### src/shared/mac_pkg.sv
`default_nettype none
package mac_pkg;
  localparam logic [4:0] REG_CMD      = 5'h00;
  localparam logic [4:0] REG_RCFG     = 5'h01;
  localparam logic [4:0] REG_FIRST    = 5'h02;
  localparam logic [4:0] REG_END      = 5'h03;
  localparam logic [4:0] REG_BOUNDARY = 5'h04;
  localparam logic [4:0] REG_WPAGE    = 5'h05;
  localparam logic [4:0] REG_STAT     = 5'h06;
  localparam logic [4:0] REG_TPAGE    = 5'h07;
  localparam logic [4:0] REG_TCNT_LO  = 5'h08;
  localparam logic [4:0] REG_TCNT_HI  = 5'h09;
  localparam logic [4:0] REG_RADDR_LO = 5'h0A;
  localparam logic [4:0] REG_RADDR_HI = 5'h0B;
  localparam logic [4:0] REG_DPORT    = 5'h0C;
  localparam logic [4:0] REG_COLL     = 5'h0D;
  localparam logic [1:0] REG_STA_HI   = 2'b10;
  localparam logic [1:0] REG_MAR_HI   = 2'b11;
  localparam logic [2:0] STA_BYTES    = 3'd6;
  localparam int CMD_RX_ON   = 0;
  localparam int CMD_TX_GO   = 1;
  localparam int CMD_IO_MODE = 2;
  localparam int CMD_SEED    = 3;
  localparam int RCFG_PHYS   = 0;
  localparam int RCFG_BCAST  = 1;
  localparam int RCFG_MCAST  = 2;
  localparam int RCFG_PROM   = 3;
  localparam int ST_RX_OK    = 0;
  localparam int ST_CRC_ERR  = 1;
  localparam int ST_RING_OVERWRITE_FLAG = 2;
  localparam int ST_TX_DONE  = 3;
  localparam int ST_TX_ABORT = 4;
  localparam int ST_RX_BAD   = 5;
  localparam int RXS_OK      = 0;
  localparam int RXS_MC      = 5;
  localparam logic [6:0]  PRE_LAST    = 7'd61;
  localparam logic [6:0]  SFD_LAST    = 7'd1;
  localparam logic [6:0]  FCS_LAST    = 7'd31;
  localparam logic [6:0]  JAM_LAST    = 7'd31;
  localparam logic [7:0]  STAT_OFS    = 8'h04;
  localparam logic [1:0]  STAT_LAST   = 2'd3;
  localparam logic [4:0]  MAX_RETRY   = 5'd15;
  localparam logic [4:0]  BO_EXP_MAX  = 5'd10;
  localparam int          SLOT_SHIFT  = 9;
  localparam logic [15:0] RUNT_BYTES  = 16'h0040;
  localparam logic [15:0] DA_LAST     = 16'h0005;
  localparam logic [31:0] CRC_POLY    = 32'h04C11DB7;
  localparam logic [31:0] CRC_INIT    = 32'hFFFFFFFF;
  localparam logic [31:0] CRC_RESIDUE = 32'hC704DD7B;
  typedef enum logic [2:0] {R_IDLE, R_PRE, R_DATA, R_DROP, R_STAT} rx_state_e;
  typedef enum logic [2:0] {T_IDLE, T_PRE, T_SFD, T_DATA, T_FCS, T_JAM, T_BACK, T_END} tx_state_e;
  function automatic logic [31:0] crc_step(input logic [31:0] c, input logic d);
    crc_step = {c[30:0], 1'b0} ^ ((c[31] ^ d) ? CRC_POLY : 32'h00000000);
  endfunction : crc_step
  function automatic logic [7:0] next_page(input logic [7:0] p, input logic [7:0] f,
                                           input logic [7:0] e);
    next_page = (8'(p + 8'h01) == e) ? f : 8'(p + 8'h01);
  endfunction : next_page
endpackage : mac_pkg
`default_nettype wire

### src/logic/mac_core.sv
`default_nettype none
module mac_core
  import mac_pkg::*;
(
  input  wire logic        clk_sys,
  input  wire logic        rst_n,
  input  wire logic [4:0]  reg_addr,
  input  wire logic [7:0]  reg_wdata,
  input  wire logic        reg_wr,
  input  wire logic        reg_rd,
  output logic      [7:0]  reg_rdata,
  input  wire logic        rx_clk,
  input  wire logic        rx_data,
  input  wire logic        rx_crs,
  input  wire logic        tx_clk,
  input  wire logic        col,
  output logic             tx_data,
  output logic             tx_en,
  output logic      [15:0] mem_addr,
  output logic      [7:0]  mem_wdata,
  output logic             mem_we,
  output logic             mem_re,
  input  wire logic [7:0]  mem_rdata
);
  typedef struct packed {
    logic [4:0]  s1;
    logic [4:0]  s2;
    logic [4:0]  s3;
    rx_state_e   rs;
    logic [7:0]  rsh;
    logic [2:0]  rbit;
    logic [15:0] rcnt;
    logic        prev1;
    logic [31:0] rcrc;
    logic [47:0] da;
    logic        mc;
    logic [15:0] rdma;
    logic        rwp;
    logic [15:0] rwa;
    logic [7:0]  rwb;
    logic [1:0]  sidx;
    logic [7:0]  npg;
    tx_state_e   ts;
    logic [7:0]  tsh;
    logic [2:0]  tbit;
    logic [15:0] tleft;
    logic [15:0] fleft;
    logic [15:0] taddr;
    logic [7:0]  tnext;
    logic        tnv;
    logic        tfp;
    logic [31:0] tcrc;
    logic [6:0]  tcnt;
    logic [18:0] bo;
    logic [4:0]  coll;
    logic [9:0]  lfsr;
    logic        txd;
    logic        txen;
    logic        rx_on;
    logic        tx_go;
    logic        io_mode;
    logic [3:0]  rcfg;
    logic [7:0]  ring_first_page;
    logic [7:0]  ring_end_page;
    logic [7:0]  boundary_page;
    logic [7:0]  write_page;
    logic [5:0]  stat;
    logic [7:0]  tpage;
    logic [15:0] tcount;
    logic [15:0] raddr;
    logic [7:0]  rdat;
    logic        rwq;
    logic [7:0]  rwd;
    logic        rpf;
    logic [47:0] sta;
    logic [63:0] mar;
    logic [7:0]  rdata;
    logic [15:0] maddr;
    logic [7:0]  mwd;
    logic        mwe;
    logic        mre;
    logic        own;
    logic        mre_d;
    logic        own_d;
  } state_s;

  state_s st;
  state_s next_st;
  logic   rxe;
  logic   rxd;
  logic   crs;
  logic   txe;
  logic   colv;

  assign rxe  = st.s2[0] & ~st.s3[0];
  assign rxd  = st.s2[1];
  assign crs  = st.s2[2];
  assign txe  = st.s2[3] & ~st.s3[3];
  assign colv = st.s2[4];

  always_comb begin
    logic [5:0]  set;
    logic [5:0]  clr;
    logic [7:0]  rb;
    logic [47:0] daf;
    logic [5:0]  hash;
    logic        acc;
    logic [7:0]  pg;
    logic [4:0]  ce;
    logic [9:0]  mask;
    state_s n;
    set  = '0;
    clr  = '0;
    rb   = '0;
    daf  = '0;
    hash = '0;
    acc  = 1'b0;
    pg   = '0;
    ce   = '0;
    mask = '0;
    n = st;
    n.s1 = {col, tx_clk, rx_crs, rx_data, rx_clk};
    n.s2 = st.s1;
    n.s3 = st.s2;
    n.lfsr = {st.lfsr[8:0], ~(st.lfsr[9] ^ st.lfsr[6])};
    n.mre_d = st.mre;
    n.own_d = st.own;
    n.mwe = 1'b0;
    n.mre = 1'b0;
    n.rdata = 8'h00;
    if (st.mre_d) begin
      if (st.own_d) begin
        n.rdat = mem_rdata;
      end else begin
        n.tnext = mem_rdata;
        n.tnv = 1'b1;
        n.tfp = 1'b0;
      end
    end
    if (st.rwp) begin
      n.mwe = 1'b1;
      n.maddr = st.rwa;
      n.mwd = st.rwb;
      n.rwp = 1'b0;
    end else if (st.ts inside {T_PRE, T_SFD, T_DATA} && !st.tnv && !st.tfp
                 && st.fleft != 16'h0000) begin
      n.mre = 1'b1;
      n.own = 1'b0;
      n.maddr = st.taddr;
      n.taddr = st.taddr + 16'h0001;
      n.fleft = st.fleft - 16'h0001;
      n.tfp = 1'b1;
    end else if (st.rwq) begin
      n.mwe = 1'b1;
      n.maddr = st.raddr;
      n.mwd = st.rwd;
      n.raddr = st.raddr + 16'h0001;
      n.rwq = 1'b0;
    end else if (st.rpf) begin
      n.mre = 1'b1;
      n.own = 1'b1;
      n.maddr = st.raddr;
      n.rpf = 1'b0;
    end
    if (reg_wr) begin
      case (reg_addr)
        REG_CMD: begin
          n.rx_on = reg_wdata[CMD_RX_ON];
          n.tx_go = st.tx_go | reg_wdata[CMD_TX_GO];
          n.io_mode = reg_wdata[CMD_IO_MODE];
          if (reg_wdata[CMD_SEED] && reg_wdata[CMD_IO_MODE]) begin
            n.raddr = {st.boundary_page, 8'h00};
            n.rpf = 1'b1;
          end
        end
        REG_RCFG:     n.rcfg = reg_wdata[3:0];
        REG_FIRST:    n.ring_first_page = reg_wdata;
        REG_END:      n.ring_end_page = reg_wdata;
        REG_BOUNDARY: n.boundary_page = reg_wdata;
        REG_WPAGE:    n.write_page = reg_wdata;
        REG_STAT:     clr = reg_wdata[5:0];
        REG_TPAGE:    n.tpage = reg_wdata;
        REG_TCNT_LO:  n.tcount[7:0] = reg_wdata;
        REG_TCNT_HI:  n.tcount[15:8] = reg_wdata;
        REG_RADDR_LO: n.raddr[7:0] = reg_wdata;
        REG_RADDR_HI: begin
          n.raddr[15:8] = reg_wdata;
          n.rpf = st.io_mode;
        end
        // data port only in I/O mode
        REG_DPORT: begin
          n.rwq = st.io_mode;
          n.rwd = reg_wdata;
        end
        default: begin
          if (reg_addr[4:3] == REG_MAR_HI) begin
            n.mar[{reg_addr[2:0], 3'b000} +: 8] = reg_wdata;
          end else if (reg_addr[4:3] == REG_STA_HI && reg_addr[2:0] < STA_BYTES) begin
            n.sta[{reg_addr[2:0], 3'b000} +: 8] = reg_wdata;
          end
        end
      endcase
    end
    if (reg_rd) begin
      case (reg_addr)
        REG_CMD:      n.rdata = {5'h00, st.io_mode, st.tx_go, st.rx_on};
        REG_RCFG:     n.rdata = {4'h0, st.rcfg};
        REG_FIRST:    n.rdata = st.ring_first_page;
        REG_END:      n.rdata = st.ring_end_page;
        REG_BOUNDARY: n.rdata = st.boundary_page;
        REG_WPAGE:    n.rdata = st.write_page;
        REG_STAT:     n.rdata = {2'b00, st.stat};
        REG_TPAGE:    n.rdata = st.tpage;
        REG_TCNT_LO:  n.rdata = st.tcount[7:0];
        REG_TCNT_HI:  n.rdata = st.tcount[15:8];
        REG_RADDR_LO: n.rdata = st.raddr[7:0];
        REG_RADDR_HI: n.rdata = st.raddr[15:8];
        REG_DPORT: begin
          n.rdata = st.rdat;
          if (st.io_mode) begin
            n.raddr = st.raddr + 16'h0001;
            n.rpf = 1'b1;
          end
        end
        REG_COLL:     n.rdata = {3'b000, st.coll};
        default: begin
          if (reg_addr[4:3] == REG_MAR_HI) begin
            n.rdata = st.mar[{reg_addr[2:0], 3'b000} +: 8];
          end else if (reg_addr[4:3] == REG_STA_HI && reg_addr[2:0] < STA_BYTES) begin
            n.rdata = st.sta[{reg_addr[2:0], 3'b000} +: 8];
          end
        end
      endcase
    end
    case (st.rs)
      R_IDLE: begin
        if (crs && st.rx_on) begin
          n.rs = R_PRE;
          n.prev1 = 1'b0;
        end
      end
      R_PRE: begin
        if (!crs) begin
          n.rs = R_IDLE;
        end else if (rxe) begin
          n.prev1 = rxd;
          if (rxd && st.prev1) begin
            n.rs = R_DATA;
            n.rcrc = CRC_INIT;
            n.rbit = 3'd0;
            n.rcnt = 16'h0000;
            n.rdma = {st.write_page, STAT_OFS};
          end
        end
      end
      R_DATA: begin
        if (!crs) begin
          if (st.rbit != 3'd0 || st.rcrc != CRC_RESIDUE || st.rcnt < RUNT_BYTES) begin
            set[ST_CRC_ERR] = (st.rcrc != CRC_RESIDUE);
            set[ST_RX_BAD] = 1'b1;
            n.rs = R_IDLE;
          end else begin
            n.rs = R_STAT;
            n.sidx = 2'd0;
            n.npg = (st.rdma[7:0] == 8'h00) ? st.rdma[15:8]
                  : next_page(st.rdma[15:8], st.ring_first_page, st.ring_end_page);
          end
        end else if (rxe) begin
          rb = {rxd, st.rsh[7:1]};
          n.rsh = rb;
          n.rcrc = crc_step(st.rcrc, rxd);
          n.rbit = st.rbit + 3'd1;
          if (st.rbit == 3'd7) begin
            n.rcnt = st.rcnt + 16'h0001;
            n.rwp = 1'b1;
            n.rwa = st.rdma;
            n.rwb = rb;
            n.rdma = st.rdma + 16'h0001;
            daf = {rb, st.da[47:8]};
            if (st.rcnt <= DA_LAST) begin
              n.da = daf;
            end
            if (st.rcnt == DA_LAST) begin
              // hash on crc after last address bit
              hash = n.rcrc[31:26];
              acc = st.rcfg[RCFG_PROM]
                  | (st.rcfg[RCFG_PHYS] & ~daf[0] & (daf == st.sta))
                  | (st.rcfg[RCFG_BCAST] & (&daf))
                  | (st.rcfg[RCFG_MCAST] & daf[0] & ~(&daf) & st.mar[hash]);
              n.mc = daf[0];
              if (!acc) begin
                n.rs = R_DROP;
              end
            end
            if (st.rdma[7:0] == 8'hFF) begin
              pg = next_page(st.rdma[15:8], st.ring_first_page, st.ring_end_page);
              if (pg == st.boundary_page) begin
                set[ST_RING_OVERWRITE_FLAG] = 1'b1;
                n.rs = R_DROP;
              end else begin
                n.rdma = {pg, 8'h00};
              end
            end
          end
        end
      end
      R_DROP: begin
        if (!crs) begin
          n.rs = R_IDLE;
        end
      end
      R_STAT: begin
        // status written at packet start page
        if (!st.rwp) begin
          n.rwp = 1'b1;
          n.rwa = {st.write_page, 6'h00, st.sidx};
          case (st.sidx)
            2'd0:    n.rwb = 8'((1 << RXS_OK) | (st.mc << RXS_MC));
            2'd1:    n.rwb = st.npg;
            2'd2:    n.rwb = st.rcnt[7:0];
            default: n.rwb = st.rcnt[15:8];
          endcase
          n.sidx = st.sidx + 2'd1;
          if (st.sidx == STAT_LAST) begin
            n.write_page = st.npg;
            set[ST_RX_OK] = 1'b1;
            n.rs = R_IDLE;
          end
        end
      end
      default: n.rs = R_IDLE;
    endcase
    case (st.ts)
      T_IDLE: begin
        if (st.tx_go && !st.tfp) begin
          n.taddr = {st.tpage, 8'h00};
          n.fleft = st.tcount;
          n.tleft = st.tcount;
          n.tnv = 1'b0;
          n.tcrc = CRC_INIT;
          n.tcnt = 7'd0;
          n.ts = T_PRE;
        end
      end
      T_PRE: begin
        if (txe) begin
          n.txen = 1'b1;
          n.txd = ~st.tcnt[0];
          n.tcnt = st.tcnt + 7'd1;
          if (st.tcnt == PRE_LAST) begin
            n.ts = T_SFD;
            n.tcnt = 7'd0;
          end
        end
      end
      T_SFD: begin
        if (txe) begin
          n.txd = 1'b1;
          n.tcnt = st.tcnt + 7'd1;
          if (st.tcnt == SFD_LAST) begin
            n.ts = T_DATA;
            n.tsh = st.tnext;
            n.tnv = 1'b0;
            n.tleft = st.tleft - 16'h0001;
            n.tbit = 3'd0;
          end
        end
      end
      T_DATA: begin
        if (txe) begin
          n.txd = st.tsh[0];
          n.tcrc = crc_step(st.tcrc, st.tsh[0]);
          n.tsh = {1'b0, st.tsh[7:1]};
          n.tbit = st.tbit + 3'd1;
          if (st.tbit == 3'd7) begin
            if (st.tleft == 16'h0000) begin
              n.ts = T_FCS;
              n.tcnt = 7'd0;
            end else begin
              n.tsh = st.tnext;
              n.tnv = 1'b0;
              n.tleft = st.tleft - 16'h0001;
            end
          end
        end
      end
      T_FCS: begin
        if (txe) begin
          n.txd = ~st.tcrc[31];
          n.tcrc = {st.tcrc[30:0], 1'b0};
          n.tcnt = st.tcnt + 7'd1;
          if (st.tcnt == FCS_LAST) begin
            n.ts = T_END;
          end
        end
      end
      T_END: begin
        if (txe) begin
          n.txen = 1'b0;
          n.txd = 1'b0;
          n.tx_go = 1'b0;
          n.coll = 5'd0;
          set[ST_TX_DONE] = 1'b1;
          n.ts = T_IDLE;
        end
      end
      T_JAM: begin
        if (txe) begin
          n.txd = 1'b1;
          n.tcnt = st.tcnt + 7'd1;
          if (st.tcnt == JAM_LAST) begin
            n.txen = 1'b0;
            n.txd = 1'b0;
            if (st.coll == MAX_RETRY) begin
              n.ts = T_IDLE;
              n.tx_go = 1'b0;
              n.coll = 5'd0;
              set[ST_TX_ABORT] = 1'b1;
            end else begin
              n.coll = st.coll + 5'd1;
              ce = (st.coll >= BO_EXP_MAX) ? BO_EXP_MAX : 5'(st.coll + 5'd1);
              mask = 10'((11'd1 << ce) - 11'd1);
              n.bo = 19'(st.lfsr & mask) << SLOT_SHIFT;
              n.ts = T_BACK;
            end
          end
        end
      end
      T_BACK: begin
        if (txe) begin
          if (st.bo == 19'h00000) begin
            n.ts = T_IDLE;
          end else begin
            n.bo = st.bo - 19'h00001;
          end
        end
      end
      default: n.ts = T_IDLE;
    endcase
    if (txe && colv && st.txen && st.ts inside {T_PRE, T_SFD, T_DATA, T_FCS}) begin
      n.ts = T_JAM;
      n.tcnt = 7'd0;
      n.txd = 1'b1;
    end
    n.stat = (st.stat & ~clr) | set;
    next_st = n;
  end

  always_ff @(posedge clk_sys or negedge rst_n) begin
    if (!rst_n) begin
      st <= '0;
    end else begin
      st <= next_st;
    end
  end

  assign reg_rdata = st.rdata;
  assign tx_data   = st.txd;
  assign tx_en     = st.txen;
  assign mem_addr  = st.maddr;
  assign mem_wdata = st.mwd;
  assign mem_we    = st.mwe;
  assign mem_re    = st.mre;

  logic [6:0] pcnt;
  always_ff @(posedge clk_sys or negedge rst_n) begin
    if (!rst_n) begin
      pcnt <= 7'd0;
    end else if (st.ts != T_PRE) begin
      pcnt <= 7'd0;
    end else if (txe) begin
      pcnt <= pcnt + 7'd1;
    end
  end
endmodule : mac_core
`default_nettype wire

### config.mk
export PLATFORM = sky130hd
export DESIGN_NAME = mac_core
export DESIGN_NICKNAME = d
export VERILOG_FILES = /design/src/shared/mac_pkg.sv /design/src/logic/mac_core.sv
export SDC_FILE = /design/constraint.sdc
export NUM_CORES = 1
export LEC_CHECK = 0
export BUFFER_PORTS_ARGS = -buffer_cell sky130_fd_sc_hd__buf_2
export CAP_MARGIN = 15
export CORE_ASPECT_RATIO = 0.9
export CORE_UTILIZATION = 37
export CTS_CLUSTER_SIZE = 25
export DETAILED_ROUTE_END_ITERATION = 12
export GPL_TIMING_DRIVEN = 0
export SETUP_SLACK_MARGIN = 0.02
export SLEW_MARGIN = 15
export SYNTH_ARGS = -nofsm -noshare
export SYNTH_HDL_FRONTEND = slang
export SYNTH_SLANG_ARGS = --single-unit
### constraint.sdc
create_clock -name clk_sys -period 7.75 [get_ports clk_sys]
set_clock_uncertainty 0.05 [all_clocks]
set_input_delay 1.55 -clock clk_sys [delete_from_list [all_inputs] [get_ports clk_sys]]
set_output_delay 1.55 -clock clk_sys [all_outputs]
set_load 0.02 [all_outputs]
; ---- Yosys cells after proc, flatten, opt, wreduce, memory -nomap -nowiden
; Cells that the tools add are included.
[totals]
input_bits = 30
output_inout_bits = 36
elab_cells = 481
register_bits = 576
[classes]
bitwise = 34
add_sub_neg = 15
n_shift = 7
magnitude_cmp = 5
n_reduce_logical = 76
n_eq_ne = 88
mux = 196
[ops]
columns = op, count
row1 = two-way mux 122 bit, 3
row2 = two-way mux 16 bit, 19
row3 = two-way mux 48 bit, 4
row4 = two-way mux 32 bit, 4
row5 = two-way mux 30 bit, 4
row6 = two-way mux 39 bit, 3
row7 = two-way mux 112 bit, 1
row8 = case mux 8 bit (14 select lines), 1
row9 = two-way mux 52 bit, 2
row10 = two-way mux 8 bit, 13
row11 = case mux 32 bit (3 select lines), 1
row12 = two-way mux 19 bit, 5
row13 = two-way mux 90 bit, 1
row14 = two-way mux 27 bit, 3
row15 = two-way mux 3 bit, 27
row16 = case mux 19 bit (2 select lines), 2
row17 = adder 16 x 1 -> 16 bit (second input constant), 4
row18 = bitwise mux 64 bit, 1
row19 = two-way mux 64 bit, 1
row20 = case mux 32 bit (2 select lines), 1
row21 = variable shift 8 x 8 -> 64 bit (first input constant), 1
row22 = variable part select 64 x 7 -> 8 bit, 1
row23 = variable part select 8 x 8 -> 64 bit, 1
row24 = XOR 32 x 27 -> 32 bit, 2
row25 = other kinds (101), 316

; ---- Logic depth before layout (Yosys ltp)
; Gate-level depths: netlist of the first run.
[logic_depth]
word_depth = 15
ltp_mapped = 14
depth_no_buf = 13

; ---- Least setup slack after synthesis of the first run
; No wires, ideal clock.
[synth_path]
path_kind = input to register
startpoint = input port reg_addr[0]
endpoint = register (tool-made name)
slack_ns = 3.311
required_time_ns = 7.575
path_stages = 8
setup_time_ns = 0.125
arrival_time_ns = 4.264
cell_sequence = buf_1 -> inv_1 -> ha_1 -> ha_1 -> or3b_2 -> clkbuf_1 -> nor4_1 -> mux2_2
[synth_lines]
columns = element, line
row1 = start: declaration, mac_core.sv:7  ; input wire logic [4:0] reg_addr,

==> run_results.csv, run 1 <==
group,metric,value,unit
outcome,status,"finished, final reports clean",
sta,setup_tns,0,ns
yosys,synthCells,2840,
critical_path,arrival,4.94,ns
yosys,ys_types,81,
clock_network,clock_sinks,565,
floorplanning,design.die.area,80300,um2
detailed_routing,routedWlPerCell,21.9,um
sta,rsz0062_at_grt,"false",
detailed_routing,dr.max_layer_used,"met5",
floorplanning,die_x,299,um
yosys,syn_area_per_cell,10.3,um2
critical_path,cp-end-kind,"register",
floorplanning,core_area,78000,um2
placement,dp.final_hpwl,64400,um
detailed_routing,wl_met3,6900,um
detailed_routing,drt-initial-drc-count,2493,
clock_network,cts_resized,0,
placement,place.gp.congestion,0.963,
detailed_routing,detail-route-antenna-nets,0,
detailed_routing,drtPass1Iterations,7,
critical_path,cp_top_family,"buffers and inverters",
finish,final_core_util,0.431,
detailed_routing,wl_met2,37900,um
worst_hold_path,hp-start,"next_st[571]",
global_route,antenna_found_initial,4,
global_route,overflow,0,
critical_path,critPathLaunchType,"primary input",
floorplanning,num_rows,97,
finish,num-fill-cells,7410,
critical_path,worstReg2RegEnd,"st[445]",
yosys,synthesis.area,29300,um2
floorplanning,io_pins,66,
finish,syn2layout_area_growth,14.8,%
flow_run,drv_cap,0,
pwr,power_density,312,nW/um2
sta,final_max_slew_viol_count,0,
placement,io_buffers,61,
critical_path,worstSetupPathType,"primary input to register",
yosys,seq_area_frac_synth,0.483,
detailed_routing,wl_met1,41700,um
global_route,grt_pass1_wl,138000,um
clock_network,clkSlewWorstSetupHoldPaths,0.06,ns
worst_hold_path,hold_path_depth,0,
clock_network,cts_tree,"done",
yosys,synth-edff-count,0,
clock_network,numCtsBuffers,66,
critical_path,cp_common_cell,"clkbuf_1",
yosys,async_flop_share,1.00,
yosys,synth_flop_cell,"dfrtp_1",
yosys,ys_ff_latch,565,
yosys,yosysWarnings,0,
critical_path,critical_path.cell_chain,"clkbuf_1, inv_1, buf_1, ha_1, clkbuf_1, o211ai_1, nor2_1, mux2_2",
finish,multiInputGateArea,14100,um2
clock_network,cts_setup_buffers,0,
sta,period_needed,4.50,ns
clock_network,clock_path_buffers,3,
global_route,grt_pass1_vias,22204,
clock_network,clock_latency,0.62,ns
pwr,irDropWorstVdd,147,uV
detailed_routing,vias_per_cell,5.69,
pwr,p_leak,14.7,nW
critical_path,reg2reg_slack,3.28,ns
critical_path,slowest_stage,"nor2_1",
clock_network,cts-root-buf,"clkbuf_16",
critical_path,crit_buf_inv,4,
critical_path,cp_max_fo,10,
critical_path,crit_required,8.20,ns
clock_network,cts-htree-levels,3,
floorplanning,start_util,0.375,
sta,worstMarginPinSlew,1.15,ns
finish,seq_area,14100,um2
finish,drive_above_1_share,0.177,
clock_network,cts.hold.buffers_added,0,
worst_hold_path,hold_class,"register to register",
sta,finalHoldViolCount,0,
sta,fin_hold_ws,0.294,ns
finish,nets,3041,
sta,fmax,0.222,GHz
critical_path,r2r_cells,12,
floorplanning,die_height,269,um
worst_hold_path,whs_endpoint,"colv",
yosys,syn_nets,2902,
sta,maxSlewHeadroom,0.227,
sta,fin_crit_sh,0.580,
global_route,grt_use_total,0.221,
detailed_routing,route.detailed.drc,0,
global_route,grt_max_degree,99,
detailed_routing,vias,23179,
detailed_routing,totalWireLength,89100,um
critical_path,r2r-start,"st[443]",
critical_path,crit_path_max_incr_delay,0.79,ns
sta,setup_viol_count_final,0,
[cell usage in the layout, fill, tap and decap left out, types with 43 or more instances in the layout]
master     instances
mux2_2           230
dfrtp_1          565
clkbuf_1         154
nor2_1           220
clkbuf_16         67
o21ai_0          253
nand3_1           77
nand4_1           43
buf_2             68
inv_1             57
xnor2_1           88
nand2_1          314
a21oi_1          137
mux4_2            53
mux2i_1           70
[worst max-delay path by stage]
stage               depth (start not counted)       end  slack [ns]        start
floorplan                                   8  register        3.31  reg_addr[0]
global placement                            1   st[469]       -7.15        rst_n
detailed placement                          9  register        2.72  reg_addr[1]
CTS                                        12   st[445]        3.36      st[443]
global route                                8  register        3.14  reg_addr[2]
finish                                      8  register        3.25  reg_addr[2]
[per-layer routing]
| metal | vias to the layer above | GRT usage |
|---|---|---|
| li1 | 10485 | - |
| met1 | 11649 | 0.328 |
| met2 | 862 | 0.323 |
| met3 | 181 | 0.0456 |
| met4 | 2 | 0.0658 |
| met5 | - | 0 |
[synthesized netlist by cell type, drive strengths merged (43+ instances only)]
library cell,number,area share
o21ai,256,0.044
xnor2,90,0.027
nand3,77,0.013
nand2,314,0.040
buf,61,0.013
nand4,43,0.0092
nor3,43,0.0077
a21oi,137,0.023
dfrtp,565,0.48
nor2,220,0.028
clkbuf,149,0.019
mux2,230,0.088
inv,57,0.0073
mux2i,70,0.024
mux4,53,0.041
[cell type report]
type,count,area share
diodes,2,0.000149
plain buffers,210,0.0276
clock buffers,87,0.0566
clock inverters,32,0.0169
inverters,59,0.00659
multi-input cells,2006,0.418
flip-flops and latches,565,0.421
well taps,1039,0.0387
repair buffers,71,0.0151
[metrics by stage]
step	total power [mW]	setup WS [ns]	cell area (um2)	std cells
6_report	10.5	3.25	33600	4071
5_1_grt	11.0	3.14	33600	4069
4_1_cts	10.5	3.36	33600	4069
3_5_place_dp	7.02	2.72	31100	3950
3_3_place_gp	6.97	-7.15	30900	3940
2_1_floorplan	6.06	3.31	29300	2840
[where the power goes]
| part | internal [mW] | switching, mW |
|---|---|---|
| registers | 3.55 | 0.611 |
| clock network | 2.15 | 1.34 |
| logic | 1.19 | 1.66 |
| total | 6.90 | 3.60 |
[logic make-up after synthesis]
logic type | Yosys count | share of synthesized area
XOR/XNOR | 130 | 0.0414
flip-flops | 565 | 0.483
AND/OR/NAND/NOR | 860 | 0.136
multiplexers | 353 | 0.153
adder cells (fa/ha/maj) | 32 | 0.0137
AO/OA/AOI/OAI | 631 | 0.134
buffers and inverters | 269 | 0.0392
Power figures use the tool's default switching activity.
==> run 2: changes to the inputs <==
--- a/config.mk
+++ b/config.mk
@@ -5,6 +5,7 @@
 export SDC_FILE = /design/constraint.sdc
 export NUM_CORES = 1
 export LEC_CHECK = 0
+export ABC_AREA = 1
 export BUFFER_PORTS_ARGS = -buffer_cell sky130_fd_sc_hd__buf_2
 export CAP_MARGIN = 15
 export CORE_ASPECT_RATIO = 0.9
==> constraint.sdc (replaced) <==
create_clock -name clk_sys -period 4.11 [get_ports clk_sys]
set_clock_uncertainty 0.05 [all_clocks]
set_input_delay 0.822 -clock clk_sys [delete_from_list [all_inputs] [get_ports clk_sys]]
set_output_delay 0.822 -clock clk_sys [all_outputs]
set_load 0.02 [all_outputs]
==> run_results.csv, run 2 <==
group,metric,value,unit
critical_path,cp_max_fo,10,
yosys,synthCells,3883,
clock_network,clkSlewWorstSetupHoldPaths,0.06,ns
pwr,p_leak,15.5,nW
detailed_routing,drtPass1Iterations,8,
critical_path,reg2reg_slack,0.14,ns
global_route,grt_max_degree,102,
finish,layout_commonest_cell,"nand2_1",
yosys,syn_area_per_cell,7.79,um2
placement,place.gp.congestion,0.988,
placement,io_buffers,64,
global_route,grt_pass1_vias,26352,
global_route,grt_pass1_wl,166000,um
global_route,antenna_found_initial,2,
critical_path,cp_common_cell,"buf_2",
finish,multiInputGateArea,13400,um2
detailed_routing,vias_per_cell,5.53,
yosys,synth_compound_area_frac,0.191,
yosys,yosys.cell_count.top_type,"nand2_1",
yosys,synth-edff-count,0,
critical_path,arrival,4.39,ns
detailed_routing,drt-initial-drc-count,3194,
critical_path,critical_path.cell_chain,"ha_1, buf_2, inv_2, o21ai_1, nand2_1, nor4_1, inv_1, a21oi_1, buf_2, clkbuf_1, o21ai_0",
sta,final_max_slew_viol_count,0,
sta,finalHoldViolCount,0,
critical_path,critPathLaunchType,"register",
floorplanning,die_x,303,um
critical_path,worstSetupPathType,"register to register",
critical_path,slowest_stage,"a21oi_1",
yosys,synth_flop_cell,"dfrtp_1",
detailed_routing,totalWireLength,108000,um
detailed_routing,routedWlPerCell,21.1,um
yosys,synthMuxAreaShare,0.00546,
finish,final_cells,5132,
floorplanning,core_area,81000,um2
worst_hold_path,hold_class,"primary input to async pin",
placement,dp.final_hpwl,81400,um
yosys,synthTopCellsByArea,"dfrtp_1 (47%), nand2_1 (10%), o21ai_0 (8.9%)",
sta,fmax,0.252,GHz
sta,fin_hold_ws,0.125,ns
detailed_routing,vias,28403,
outcome,status,"finished, final reports clean",
sta,period_needed,3.97,ns
critical_path,crit_path_max_incr_delay,0.65,ns
floorplanning,design.die.area,82900,um2
critical_path,cp-end-kind,"register",
yosys,synthAdderAreaFrac,0.0132,
finish,num-fill-cells,8265,
yosys,synth_commonest_cells,"nand2_1 (831), dfrtp_1 (565), o21ai_0 (538)",
floorplanning,io_pins,66,
floorplanning,start_util,0.373,
critical_path,crit_required,4.53,ns
pwr,total_power,21.5,mW
sta,rsz0062_at_grt,"false",
sta,fin_crit_sh,0.966,
clock_network,clock_path_buffers,3,
yosys,synth-xor-area-share,0.0177,
finish,drive_above_1_share,0.0815,
critical_path,crit_buf_inv,5,
flow_run,drv_cap,0,
clock_network,cts.hold.buffers_added,0,
clock_network,cts-htree-levels,3,
finish,layout_common_cells,"nand2_1 (831), dfrtp_1 (565), o21ai_0 (537)",
critical_path,cp_top_family,"compound AO/OA/AOI/OAI gates",
yosys,ys_types,67,
sta,setup_viol_count_final,0,
clock_network,clock_sinks,565,
yosys,syn_nets,3945,
pwr,power_density,624,nW/um2
detailed_routing,detail-route-antenna-nets,0,
finish,final_core_util,0.425,
clock_network,numCtsBuffers,67,
yosys,seq_area_frac_synth,0.467,
clock_network,clock_latency,0.63,ns
sta,worstMarginPinSlew,1.22,ns
yosys,async_flop_share,1.00,
yosys,synthSimpleGateAreaFrac,0.215,
finish,seq_area,14100,um2
clock_network,cts-root-buf,"clkbuf_16",
finish,nets,4087,
sta,setup_ws,0.139,ns
finish,diodes,0,
detailed_routing,route.detailed.drc,0,
yosys,synth_largest_area_cell,"dfrtp_1",
global_route,grt_use_total,0.262,
yosys,synthesis.area,30200,um2
floorplanning,die_height,273,um
placement,dpl_worst_slack,-1.12,ns
yosys,ys_ff_latch,565,
placement,dp_cells,5013,
sta,maxSlewHeadroom,0.180,
floorplanning,num_rows,99,
yosys,yosysWarnings,0,
pwr,irDropWorstVdd,308,uV
finish,syn2layout_area_growth,13.7,%
global_route,overflow,0,
clock_network,cts_tree,"done",
yosys,synth_top_area_frac,0.467,
yosys,synth_top_family_by_area,"simple AND/OR/NAND/NOR gates",
-- run 2: metal layers --
metal	up-vias	routed length [um]	global-route usage
met5	-	17	0
met4	2	4040	0.0941
met3	204	8360	0.0413
met2	1156	44100	0.364
met1	13775	51800	0.406
li1	13266	-	-
-- run 2: through the flow --
stage	setup TNS [ns]	area (um2)
floorplan	0	30200
global route	0	34400
detailed placement	-91.70	32100
CTS	0	34400
global placement	-5761.53	31900
finish	0	34400
-- run 2: cell families after synthesis --
family / count (synthesis)
AOI/OAI and AO/OA: 1019
and+or+nand+nor: 1516
xor gates and xnor gates: 61
adders and majority gates: 32
muxes: 12
buffers and inverters: 678
DFF: 565
-- run 2: layout make-up --
cell class | instances | area share
clock buffers | 92 | 0.0544
plain buffers | 189 | 0.0261
repair buffers | 74 | 0.0153
multi-input cells | 2640 | 0.390
flip-flops and latches | 565 | 0.411
clock inverters | 24 | 0.0112
inverters | 488 | 0.0534
well taps | 1060 | 0.0386
-- run 2: worst paths after layout --
check	start	to	cells past startpoint
worst max-delay path	st[407]	st[441]	11
worst min-delay path	rst_n	st[339]	1
worst max register to register	st[407]	st[441]	11
worst min register to register	next_st[568]	next_st[563]	0
max in group asynchronous	rst_n	async pin	3
min in group clk_sys	rx_data	next_st[568]	1
-- run 2: power by group --
part | switching (mW) | internal (mW)
registers | 1.27 | 6.88
clock network | 2.51 | 3.76
logic | 4.74 | 2.29
total | 8.52 | 12.9
-- run 2: repair_timing --
| item | 4_1_cts | 5_1_grt |
|---|---|---|
| setup endpoints to repair | 84 | 91 |
| buffers inserted | 0 | 4 |
| pin swaps | 1 | 1 |
| gates resized for setup | 8 | 4 |
-- run 2: worst reg2reg max path, stage by stage (launching register included) --
cell	delay (ns)
dfrtp_1	0.38
ha_1	0.15
buf_2	0.19
inv_2	0.12
o21ai_1	0.57
nand2_1	0.11
nor4_1	0.37
inv_1	0.15
a21oi_1	0.65
buf_2	0.40
clkbuf_1	0.50
o21ai_0	0.17
